===== config.mk =====
export PLATFORM = sky130hd
export DESIGN_NAME = bpg_supervisor
export DESIGN_NICKNAME = d
export VERILOG_FILES = /design/src/include/bpg_pkg.sv /design/src/logic/bpg_supervisor.sv /design/src/logic/bpg_sync.sv /design/src/logic/bpg_pwm.sv
export SDC_FILE = /design/constraint.sdc
export NUM_CORES = 1
export LEC_CHECK = 0
export BUFFER_PORTS_ARGS = -buffer_cell sky130_fd_sc_hd__buf_2
export CORE_MARGIN = 5
export CORE_UTILIZATION = 55
export CTS_CLUSTER_SIZE = 8
export DETAILED_ROUTE_END_ITERATION = 8
export PLACE_DENSITY = 0.89
export SETUP_SLACK_MARGIN = 0.4
export SLEW_MARGIN = 0
export SYNTH_ARGS = -nofsm -noshare
export SYNTH_HDL_FRONTEND = slang
export SYNTH_SLANG_ARGS = --single-unit
export TNS_END_PERCENT = 10

===== constraint.sdc =====
create_clock -name ref_clk -period 4.03 [get_ports ref_clk]
set_input_delay 0.806 -clock ref_clk [delete_from_list [all_inputs] [get_ports ref_clk]]
set_output_delay 0.806 -clock ref_clk [all_outputs]
set_load 0.05 [all_outputs]

===== src/include/bpg_pkg.sv =====
// Constants, types and register map of the buck power-good logic
package bpg_pkg;

    // ------------------------------------------------------------
    // Clock and timing
    // ------------------------------------------------------------
    localparam int CLK_HZ = 10_000_000;
    localparam int SW_LO_HZ = 300_000;
    localparam int SW_HI_HZ = 600_000;
    localparam int PER_LO_CYC = CLK_HZ / SW_LO_HZ;
    localparam int PER_HI_CYC = CLK_HZ / SW_HI_HZ;
    localparam int MAXD_LO_PCT = 85;
    localparam int MAXD_HI_PCT = 75;
    // Longest on-time rounds down
    localparam int MAXON_LO_CYC = PER_LO_CYC * MAXD_LO_PCT / 100;
    localparam int MAXON_HI_CYC = PER_HI_CYC * MAXD_HI_PCT / 100;
    localparam int RETRY_MS = 10;
    localparam int RETRY_CYC = CLK_HZ / 1000 * RETRY_MS;
    localparam int RETRY_W = 17;
    localparam int SYNC_W = 9;

    // ------------------------------------------------------------
    // Register map and reset values
    // ------------------------------------------------------------
    localparam logic [7:0] REG_CTRL = 8'h00;
    localparam logic [7:0] REG_STATE = 8'h04;
    localparam logic [7:0] REG_INT_STAT = 8'h08;
    localparam logic [7:0] REG_INT_MASK = 8'h0C;
    localparam logic [7:0] REG_VARIANT = 8'h10;
    localparam logic [7:0] DUTY_RST = 8'h00;
    localparam logic [4:0] MASK_RST = 5'h00;
    localparam int INT_OC = 0;
    localparam int INT_UV = 1;
    localparam int INT_OV = 2;
    localparam int INT_PGFALL = 3;
    localparam int INT_SSDONE = 4;

    // ------------------------------------------------------------
    // Types
    // ------------------------------------------------------------
    typedef enum logic [6:0] {
        ST_IDLE    = 7'h01,
        ST_SOFT    = 7'h02,
        ST_RUN     = 7'h04,
        ST_OCWAIT  = 7'h08,
        ST_OCLATCH = 7'h10,
        ST_UVLATCH = 7'h20,
        ST_OVLATCH = 7'h40
    } bpg_state_t;

    // Digitised comparator and status flags from the pins
    typedef struct packed {
        logic winLow;
        logic winHigh;
        logic uvTrip;
        logic ovTrip;
        logic ovBelowHalf;
        logic ocTrip;
        logic senseOpen;
        logic ssDone;
        logic enable;
    } bpg_flags_t;

    typedef struct packed {
        logic highSide;
        logic lowSide;
    } bpg_gate_t;

endpackage


===== src/logic/bpg_supervisor.sv =====
// Fault and power-good supervisor of a synchronous buck controller
// Function
// - Window is +-10% of reference, before protection
// - Power-good low from reset until ramp done
// - Release at ramp end if in window
// - Overcurrent drops power-good until cleared
// - Protection latches never drive power-good directly
// - Latching variant: overcurrent latches both drives low
// - Retry variant: off, wait 10 ms, restart
// - Overvoltage: high side low, low side hysteretic
// - Open sense input counts as overvoltage
// - Fixed 300 or 600 kHz period
// - Duty limit 85% low, 75% high frequency
// - Undervoltage after ramp latches off until reset
module bpg_supervisor #(
    parameter bit FREQ_HIGH = 1'b0,
    parameter bit OC_RETRY = 1'b0,
    parameter bit UV_ENABLE = 1'b1,
    parameter int RETRY_CYCLES = bpg_pkg::RETRY_CYC
) (
    input wire logic ref_clk,
    input wire logic rst_n,
    input wire logic [7:0] regAddr,
    input wire logic [31:0] regWdata,
    input wire logic regWr,
    input wire logic regRd,
    output logic [31:0] regRdata,
    input wire logic senseWinLowIn,
    input wire logic senseWinHighIn,
    input wire logic undervoltageTripIn,
    input wire logic overvoltageTripIn,
    input wire logic senseBelowHalfIn,
    input wire logic overcurrentTripIn,
    input wire logic senseOpenIn,
    input wire logic softStartDoneIn,
    input wire logic enableIn,
    output logic powerGoodOut,
    output logic powerGoodOe_n,
    output logic highSideDrive,
    output logic lowSideDrive,
    output logic softStartRun,
    output logic irq
);

    // ------------------------------------------------------------
    // Variant constants
    // ------------------------------------------------------------
    localparam int PER = FREQ_HIGH ? bpg_pkg::PER_HI_CYC
                                   : bpg_pkg::PER_LO_CYC;
    localparam int MAXON = FREQ_HIGH ? bpg_pkg::MAXON_HI_CYC
                                     : bpg_pkg::MAXON_LO_CYC;
    localparam logic [bpg_pkg::RETRY_W-1:0] RETRY_LAST =
        bpg_pkg::RETRY_W'(RETRY_CYCLES - 1);

    // ------------------------------------------------------------
    // Pin synchronisation
    // ------------------------------------------------------------
    bpg_pkg::bpg_flags_t rawFlags;
    bpg_pkg::bpg_flags_t flags;

    assign rawFlags = '{winLow: senseWinLowIn, winHigh: senseWinHighIn,
                        uvTrip: undervoltageTripIn,
                        ovTrip: overvoltageTripIn,
                        ovBelowHalf: senseBelowHalfIn,
                        ocTrip: overcurrentTripIn,
                        senseOpen: senseOpenIn,
                        ssDone: softStartDoneIn, enable: enableIn};

    bpg_sync #(.W(bpg_pkg::SYNC_W)) uSync (
        .ref_clk(ref_clk),
        .rst_n(rst_n),
        .asyncIn(rawFlags),
        .syncOut(flags)
    );

    // ------------------------------------------------------------
    // Control state
    // ------------------------------------------------------------
    bpg_pkg::bpg_state_t state_r;
    bpg_pkg::bpg_state_t state_nxt;
    logic ssPrev_r;
    logic ssRise;
    logic ovCond;
    logic ocHit;
    logic [bpg_pkg::RETRY_W-1:0] waitCnt_r;
    logic ocPgLow_r;
    logic pgRel_r;
    logic rampOk_r;
    logic pgAllow;
    logic ovLsOn_r;
    logic pwmHigh;
    logic [7:0] duty_r;
    logic [4:0] intStat_r;
    logic [4:0] intMask_r;
    logic [4:0] events;
    bpg_pkg::bpg_gate_t gate_r;

    assign ssRise = flags.ssDone && !ssPrev_r;
    // Open sense pin is treated exactly like an overvoltage
    assign ovCond = flags.ovTrip || flags.senseOpen;
    assign ocHit = flags.ocTrip &&
        (state_r == bpg_pkg::ST_SOFT || state_r == bpg_pkg::ST_RUN);

    // Edge memory for the ramp-done flag
    always_ff @(posedge ref_clk) begin
        if (!rst_n) begin
            ssPrev_r <= 1'b0;
        end else begin
            ssPrev_r <= flags.ssDone;
        end
    end

    // Next state; overvoltage outranks everything, voltage latches hold
    always_comb begin
        state_nxt = state_r;
        case (state_r)
            bpg_pkg::ST_IDLE: begin
                if (flags.enable) begin
                    state_nxt = bpg_pkg::ST_SOFT;
                end
            end
            bpg_pkg::ST_SOFT: begin
                if (ocHit) begin
                    state_nxt = OC_RETRY ? bpg_pkg::ST_OCWAIT
                                         : bpg_pkg::ST_OCLATCH;
                end else if (ssRise) begin
                    state_nxt = bpg_pkg::ST_RUN;
                end
            end
            bpg_pkg::ST_RUN: begin
                if (ocHit) begin
                    state_nxt = OC_RETRY ? bpg_pkg::ST_OCWAIT
                                         : bpg_pkg::ST_OCLATCH;
                end else if (UV_ENABLE && flags.uvTrip) begin
                    state_nxt = bpg_pkg::ST_UVLATCH;
                end
            end
            bpg_pkg::ST_OCWAIT: begin
                if (waitCnt_r == RETRY_LAST) begin
                    state_nxt = bpg_pkg::ST_SOFT;
                end
            end
            default: begin
                state_nxt = state_r;
            end
        endcase
        // Enable low stops the output, but not the voltage latches
        if (!flags.enable && state_r != bpg_pkg::ST_UVLATCH &&
            state_r != bpg_pkg::ST_OVLATCH) begin
            state_nxt = bpg_pkg::ST_IDLE;
        end
        if (ovCond) begin
            state_nxt = bpg_pkg::ST_OVLATCH;
        end
    end

    always_ff @(posedge ref_clk) begin
        if (!rst_n) begin
            state_r <= bpg_pkg::ST_IDLE;
        end else begin
            state_r <= state_nxt;
        end
    end

    // Retry delay counter; restarts on every entry to the wait
    always_ff @(posedge ref_clk) begin
        if (!rst_n || state_r != bpg_pkg::ST_OCWAIT) begin
            waitCnt_r <= '0;
        end else begin
            waitCnt_r <= waitCnt_r + 1'b1;
        end
    end

    // ------------------------------------------------------------
    // Power-good
    // ------------------------------------------------------------
    // Overcurrent mark; a trip in the clearing cycle still sets it
    always_ff @(posedge ref_clk) begin
        if (!rst_n) begin
            ocPgLow_r <= 1'b0;
        end else if (ocHit) begin
            ocPgLow_r <= 1'b1;
        end else if (!flags.enable ||
                     (state_r == bpg_pkg::ST_SOFT && ssRise)) begin
            ocPgLow_r <= 1'b0;
        end
    end

    // Once ramped, a voltage latch leaves power-good to the window
    assign pgAllow = (state_r == bpg_pkg::ST_RUN) || (rampOk_r &&
        (state_r == bpg_pkg::ST_UVLATCH || state_r == bpg_pkg::ST_OVLATCH));

    // Only window, ramp progress and overcurrent steer power-good
    always_ff @(posedge ref_clk) begin
        if (!rst_n) begin
            pgRel_r <= 1'b0;
            rampOk_r <= 1'b0;
        end else begin
            rampOk_r <= pgAllow;
            pgRel_r <= pgAllow &&
                       !flags.winLow && !flags.winHigh &&
                       !ocPgLow_r && !flags.ocTrip;
        end
    end

    // Open-drain pin: data is always low, powerGoodOe_n high releases it
    always_ff @(posedge ref_clk) begin
        if (!rst_n) begin
            powerGoodOut <= 1'b0;
            powerGoodOe_n <= 1'b0;
        end else begin
            powerGoodOut <= 1'b0;
            powerGoodOe_n <= pgRel_r;
        end
    end

    // ------------------------------------------------------------
    // Gate drives
    // ------------------------------------------------------------
    bpg_pwm #(.PER(PER), .MAXON(MAXON)) uPwm (
        .ref_clk(ref_clk),
        .rst_n(rst_n),
        .run(state_r == bpg_pkg::ST_SOFT || state_r == bpg_pkg::ST_RUN),
        .dutyCmd(duty_r),
        .pwmHigh(pwmHigh)
    );

    // Low-side hysteresis during overvoltage: on at 125%, off at 50%
    always_ff @(posedge ref_clk) begin
        if (!rst_n) begin
            ovLsOn_r <= 1'b0;
        end else if (ovCond) begin
            ovLsOn_r <= 1'b1;
        end else if (flags.ovBelowHalf) begin
            ovLsOn_r <= 1'b0;
        end
    end

    // Drives are registered; latches force both or the high side low
    always_ff @(posedge ref_clk) begin
        if (!rst_n) begin
            gate_r <= '0;
        end else begin
            case (state_r)
                bpg_pkg::ST_SOFT, bpg_pkg::ST_RUN: begin
                    gate_r <= '{highSide: pwmHigh, lowSide: !pwmHigh};
                end
                bpg_pkg::ST_OVLATCH: begin
                    gate_r <= '{highSide: 1'b0, lowSide: ovLsOn_r};
                end
                default: begin
                    gate_r <= '0;
                end
            endcase
        end
    end

    assign highSideDrive = gate_r.highSide;
    assign lowSideDrive = gate_r.lowSide;

    always_ff @(posedge ref_clk) begin
        if (!rst_n) begin
            softStartRun <= 1'b0;
        end else begin
            softStartRun <= (state_nxt == bpg_pkg::ST_SOFT);
        end
    end

    // ------------------------------------------------------------
    // Interrupts and registers
    // ------------------------------------------------------------
    // One bit per status event, in status-register order
    assign events = {ssRise && state_r == bpg_pkg::ST_SOFT,
                     powerGoodOe_n && !pgRel_r,
                     ovCond && state_r != bpg_pkg::ST_OVLATCH,
                     state_nxt == bpg_pkg::ST_UVLATCH &&
                         state_r != bpg_pkg::ST_UVLATCH,
                     ocHit};

    // Sticky status; a new event beats a write-one clear
    always_ff @(posedge ref_clk) begin
        if (!rst_n) begin
            intStat_r <= '0;
        end else begin
            for (int i = 0; i < 5; i++) begin
                if (events[i]) begin
                    intStat_r[i] <= 1'b1;
                end else if (regWr && regAddr == bpg_pkg::REG_INT_STAT &&
                             regWdata[i]) begin
                    intStat_r[i] <= 1'b0;
                end
            end
        end
    end

    // Writable control and mask
    always_ff @(posedge ref_clk) begin
        if (!rst_n) begin
            duty_r <= bpg_pkg::DUTY_RST;
            intMask_r <= bpg_pkg::MASK_RST;
        end else if (regWr) begin
            if (regAddr == bpg_pkg::REG_CTRL) begin
                duty_r <= regWdata[7:0];
            end else if (regAddr == bpg_pkg::REG_INT_MASK) begin
                intMask_r <= regWdata[4:0];
            end
        end
    end

    // Read data one cycle after the strobe, zero otherwise
    always_ff @(posedge ref_clk) begin
        if (!rst_n || !regRd) begin
            regRdata <= 32'h00000000;
        end else if (regAddr == bpg_pkg::REG_CTRL) begin
            regRdata <= {24'h000000, duty_r};
        end else if (regAddr == bpg_pkg::REG_STATE) begin
            regRdata <= {22'h000000, ocPgLow_r, pgRel_r, ovLsOn_r,
                         state_r};
        end else if (regAddr == bpg_pkg::REG_INT_STAT) begin
            regRdata <= {27'h0000000, intStat_r};
        end else if (regAddr == bpg_pkg::REG_INT_MASK) begin
            regRdata <= {27'h0000000, intMask_r};
        end else if (regAddr == bpg_pkg::REG_VARIANT) begin
            regRdata <= {29'h00000000, UV_ENABLE, OC_RETRY, FREQ_HIGH};
        end else begin
            regRdata <= 32'h00000000;
        end
    end

    always_ff @(posedge ref_clk) begin
        if (!rst_n) begin
            irq <= 1'b0;
        end else begin
            irq <= |(intStat_r & intMask_r);
        end
    end
endmodule


===== src/logic/bpg_sync.sv =====
// Three-stage pin synchroniser with agreement filter
module bpg_sync #(
    parameter int W = 1
) (
    input wire logic ref_clk,
    input wire logic rst_n,
    input wire logic [W-1:0] asyncIn,
    output logic [W-1:0] syncOut
);

    logic [W-1:0] s1_r;
    logic [W-1:0] s2_r;
    logic [W-1:0] s3_r;

    // Chain; first stage feeds only the second
    always_ff @(posedge ref_clk) begin
        if (!rst_n) begin
            s1_r <= '0;
            s2_r <= '0;
            s3_r <= '0;
        end else begin
            s1_r <= asyncIn;
            s2_r <= s1_r;
            s3_r <= s2_r;
        end
    end

    // Output moves only where stages two and three agree
    always_ff @(posedge ref_clk) begin
        if (!rst_n) begin
            syncOut <= '0;
        end else begin
            for (int i = 0; i < W; i++) begin
                if (s2_r[i] == s3_r[i]) begin
                    syncOut[i] <= s2_r[i];
                end
            end
        end
    end

endmodule


===== src/logic/bpg_pwm.sv =====
// Fixed-period pulse generator with on-time clamp
module bpg_pwm #(
    parameter int PER = 33,
    parameter int MAXON = 28
) (
    input wire logic ref_clk,
    input wire logic rst_n,
    input wire logic run,
    input wire logic [7:0] dutyCmd,
    output logic pwmHigh
);

    localparam logic [7:0] PER_M1 = 8'(PER - 1);
    localparam logic [7:0] MAXON_V = 8'(MAXON);

    logic [7:0] cnt_r;
    logic [7:0] onCnt;

    // Command clamped so the high side never exceeds the duty limit
    assign onCnt = (dutyCmd > MAXON_V) ? MAXON_V : dutyCmd;

    // Period counter, free running; no outside trim
    always_ff @(posedge ref_clk) begin
        if (!rst_n || cnt_r == PER_M1) begin
            cnt_r <= 8'h00;
        end else begin
            cnt_r <= cnt_r + 8'h01;
        end
    end

    always_ff @(posedge ref_clk) begin
        if (!rst_n) begin
            pwmHigh <= 1'b0;
        end else begin
            pwmHigh <= run && (cnt_r < onCnt);
        end
    end
endmodule


### After elaboration in Yosys (flattened, before gate mapping)

Index checks and enable logic that the tools add are counted.

| storage, ports and cells | value |
|---|---|
| flip-flop bits (word level) | 129 |
| input bits | 53 |
| output and inout port bits | 38 |
| word-level logic and storage cells | 150 |

| cells by class | value |
|---|---|
| add/subtract/negate cells | 2 |
| magnitude comparators | 2 |
| equality and inequality tests | 26 |
| multiplexer cells | 30 |
| bitwise logic cells | 2 |
| reductions and logical operators | 52 |

Operators by type and width:

| cell | number |
|---|---|
| $mux W7 | 8 |
| $pmux W7 S4 | 1 |
| $logic_and A1 B1 Y1 | 20 |
| $add A17 B1 Y17 const B | 1 |
| $eq A17 B17 Y1 const B | 1 |
| $eq A8 B4 Y1 const B | 2 |
| $mux W8 | 2 |
| $eq A7 B2 Y1 const B | 2 |
| $eq A7 B6 Y1 const B | 2 |
| $mux W1 | 14 |
| $reduce_bool A2 Y1 | 7 |
| $logic_not A1 Y1 | 10 |
| $mux W10 | 1 |
| $mux W5 | 2 |
| $reduce_or A5 Y1 | 2 |
| $eq A1 B1 Y1 | 9 |
| $add A8 B1 Y8 const B | 1 |
| $eq A8 B3 Y1 const B | 1 |
| $eq A8 B5 Y1 const B | 1 |
| $eq A8 B6 Y1 const B | 1 |
| $gt A8 B5 Y1 const B | 1 |
| $logic_not A8 Y1 | 1 |
| $logic_or A1 B1 Y1 | 8 |
| $lt A8 B8 Y1 | 1 |
| other kinds (14) | 15 |

### Longest topological paths before layout

| logic depth | value |
|---|---|
| depth in word-level cells | 10 |
| depth in mapped cells | 8 |

### Hierarchy

Synthesis repeated with hierarchy kept, for this count alone.

| second synthesis, totals | value |
|---|---|
| cells, all modules | 470 |
| area, all modules | 4558.1 um^2 |

Modules (own cells, without submodules):

| module | instances | cells each | area an instance (um^2) | seq. area each (um^2) |
|---|---|---|---|---|
| bpg_supervisor | 1 | 308 | 2925.3 | 1241.2 |
| bpg_sync | 1 | 94 | 1056.0 | 720.7 |
| bpg_pwm | 1 | 68 | 576.8 | 180.2 |

### Least setup slack after synthesis

No wires, ideal clock.

| timing | value |
|---|---|
| path type | in2reg |
| start | in regAddr[5] |
| end | reg duty_r[0] |
| arrival time | 1935 ps |
| required time | 3902 ps |
| path slack | 1967 ps |
| stages on the path | 6 |
| buffers on the path | 0 |
| cells stage by stage | nor3_1 -> nand2_1 -> nor3b_1 -> nand2_1 -> mux2i_1 -> nor2_1 |

| on the way | value |
|---|---|
| cells in the longest elaborated chain, start to end | 2 |

RTL lines:

| what | line | text |
|---|---|---|
| start, declared | bpg_supervisor.sv:23 | `input wire logic [7:0] regAddr,` |
| $logic_not A8 Y1 | bpg_supervisor.sv:302 | `if (regAddr == bpg_pkg::REG_CTRL) begin` |
| $reduce_and A2 Y1 (no line) | -- |  |
| end signal, assigned | bpg_supervisor.sv:299 | `duty_r <= bpg_pkg::DUTY_RST;` |
| end signal, assigned | bpg_supervisor.sv:303 | `duty_r <= regWdata[7:0];` |
| end, declared | bpg_supervisor.sv:92 | `logic [7:0] duty_r;` |

Every way passes these cells.
A chain may end at the register's enable or synchronous reset.

### Worst setup path in the final report

| timing | value |
|---|---|
| start | in regAddr[5] |
| end | reg duty_r[2] |

Same word-level chain as after synthesis.

==> flow_summary.json <==
{
  "p_per_area_nw_per_um2": 383,
  "critPathKind": "in -> reg",
  "ctsResizeCount": 0,
  "row_count": 32,
  "clock_path_buffers": 2,
  "synth_edf_count": 0,
  "ys_dominant_reg_cell": "dfxtp_1",
  "pin_count": 91,
  "end_kind": "flop",
  "grt_pass1_wl_um": 14000,
  "cp_max_fo": 8,
  "start_util_pct": 56.9,
  "fmaxAchievable_mhz": 454,
  "syn_inst": 464,
  "vdd_drop_max_mv": 0.260,
  "synth_cell_types": 57,
  "portBuffers": 43,
  "detail_route.vias_per_cell": 5.35,
  "wl_per_cell_um": 13.8,
  "placedInstanceArea_sq_um": 4620,
  "stdcell_area_sq_um": 4820,
  "drv_cap": 0,
  "final_hold_viol_count": 0,
  "clk_latency_ns": 0.38,
  "hpwl_um": 6110,
  "syn_area_per_cell_sq_um": 9.53,
  "status": "finished clean",
  "setup_viol_count_final": 0,
  "grt_start_max_net_pins": 41,
  "slew_headroom_pct": 37.6,
  "startpoint_type": "input pin",
  "cts_root_buf": "clkbuf_8",
  "synth_top_cells_by_area": "dfxtp_1 (48%), nor2_1 (5.1%), and2_1 (4.1%)",
  "chipWidth_um": 99.7,
  "clkTransAtPathRegs_ns": 0.10,
  "rsz0062_at_grt": "false",
  "synth_area_sq_um": 4420,
  "yosysSeqAreaShare_pct": 48.4,
  "syn_to_final_growth_pct": 9.00,
  "drive_above_1_share_pct": 14.3,
  "synth.top_cell.area_share_pct": 48.4,
  "place.gp.congestion": 0.883,
  "seq_power_share_pct": 58.5,
  "clkPwrFrac_pct": 35.7,
  "cts_tree": "yes",
  "cts_setup_buffers": 0,
  "core_area_sq_um": 7770,
  "cts_buffers": 9,
  "fin_setup_tns_ns": 0,
  "track_usage_pct": 17.5,
  "power_leakage_nw": 1.97,
  "drt_pass1_iterations": 5,
  "period_needed_ns": 2.20,
  "antenna_found_initial": 0,
  "vias": 3281,
  "drcViolationCount": 0,
  "final_common_cell": "dfxtp_1",
  "synth_warnings": 0,
  "crit_arrival_ns": 2.47,
  "ant_nets": 0,
  "die_h_um": 99.7,
  "final_cell_mix": "dfxtp_1 (107), nor2_1 (60), buf_2 (43)",
  "drtIter0Drc": 142,
  "skew_ns": 0.0110,
  "hold_class": "reg -> reg",
  "cts.sinks": 107,
  "cpMostUsedCell": "nand2_1",
  "finalCritPeriodShare_pct": 54.7,
  "cts_hold_buf": 0,
  "slowest_stage": "nor3b_1",
  "nNetsFinal": 569,
  "power_switching_uw": 451,
  "htreeDepth": 3,
  "grt_pass1_vias": 3018,
  "power_frac_comb_pct": 5.9,
  "netSwitchingFraction_pct": 24.5,
  "critPathRequiredTime_ns": 4.29,
  "max_stage_delay_ns": 0.47,
  "totalWireLength_um": 8480,
  "drv_slew": 0,
  "die-area_sq_um": 9940,
  "tightest_slew_ns": 0.924,
  "antenna_cells": 0,
  "ys_ff_latch": 107,
  "synth_top_area_cell": "dfxtp_1",
  "async_flop_share_pct": 0,
  "grt.overflow.total": 0,
  "internal_power_mw": 1.39,
  "crit_chain": "buf_2 > nor3_1 > nand2_1 > nor3b_1 > nand2_1 > mux2i_1 > nor2_1"
}
stage by stage:
stage                     setup slack (ns)  util, %  power, mW  std cells  hold slack, ns
after floorplan                       1.97        -       1.20        488           0.412
after global placement                1.60     59.5       1.21        597           0.414
after detailed placement              1.49     59.5       1.21        597           0.419
after CTS                             1.85     62.1       1.86        613           0.443
after global routing                  1.63     62.1       1.92        613           0.464
final                                 1.83     62.1       1.85        613           0.437
layer usage:
layer  up-vias  routed length (um)  GRT usage [%]
li1       1615                   -              -
met1      1539                3690           22.0
met2       114                3990           28.6
met3        13                 619           3.72
met4         0                 176           8.51
met5         -                   0              0
sequential cells by signal, indices dropped and copies added, names as in the netlist, 5 cells and up:
name	flops
state_r	7
uPwm.cnt_r	8
uSync.syncOut	9
duty_r	8
uSync.s2_r	9
intStat_r	5
uSync.s1_r	9
waitCnt_r	17
regRdata	10
intMask_r	5
uSync.s3_r	9
worst paths after layout:
path / startpoint / end / slack, ns / cells after the start
setup reg to reg: state_r[1] / softStartRun / 1.92 / 6
hold reg to reg: uSync.s1_r[3] / uSync.s2_r[3] / 0.44 / 1
setup / recovery: regAddr[5] / duty_r[2] / 1.83 / 7
hold / removal: uSync.s1_r[3] / uSync.s2_r[3] / 0.44 / 1
final cells by class:
type,instances,area [sq um]
well taps,102,128
repair buffers,44,223
clock buffers,10,128
flip-flops and latches,107,2140
inverters,9,33.8
multi-input cells,335,2090
fillers,643,2950
clock inverters,6,73.8
synth_stat cells (8+ instances only):
cell,count
dfxtp_1,107
nor2_1,60
and2_1,29
nand2_1,28
a21oi_1,25
buf_4,23
mux2i_1,16
xor2_1,16
nand3_1,14
o21ai_0,13
clkbuf_1,11
ha_1,10
nor3_1,10
inv_1,8
xnor2_1,8
power groups by stage:
stage / Sequential [mW] / Clock, mW / Combinational [mW]
2_1_floorplan: 1.10 / 0 / 0.102
3_3_place_gp: 1.10 / 0 / 0.106
3_5_place_dp: 1.10 / 0 / 0.108
4_1_cts: 1.08 / 0.671 / 0.109
5_1_grt: 1.08 / 0.717 / 0.118
6_report: 1.08 / 0.658 / 0.109
cells by family (layout without fill, tap and decap cells):
| group | count (synthesis) | after routing | share of synthesized area (%) |
|---|---|---|---|
| buffers and inverters | 46 | 69 | 6.28 |
| other | 2 | 26 | 0.170 |
| AOI/OAI and AO/OA | 60 | 60 | 8.60 |
| adders and majority gates | 10 | 10 | 2.83 |
| and+or+nand+nor | 195 | 195 | 23.3 |
| xor gates and xnor gates | 24 | 24 | 4.75 |
| muxes | 20 | 20 | 5.66 |
| DFF | 107 | 107 | 48.4 |
critical path, delay by kind of cell:
| kind | cells | cell delay (ns) |
|---|---|---|
| mux | 1 | 0.29 |
| buf+inv | 1 | 0.10 |
| simple gates | 5 | 1.26 |
Power figures use the tool's default switching activity.
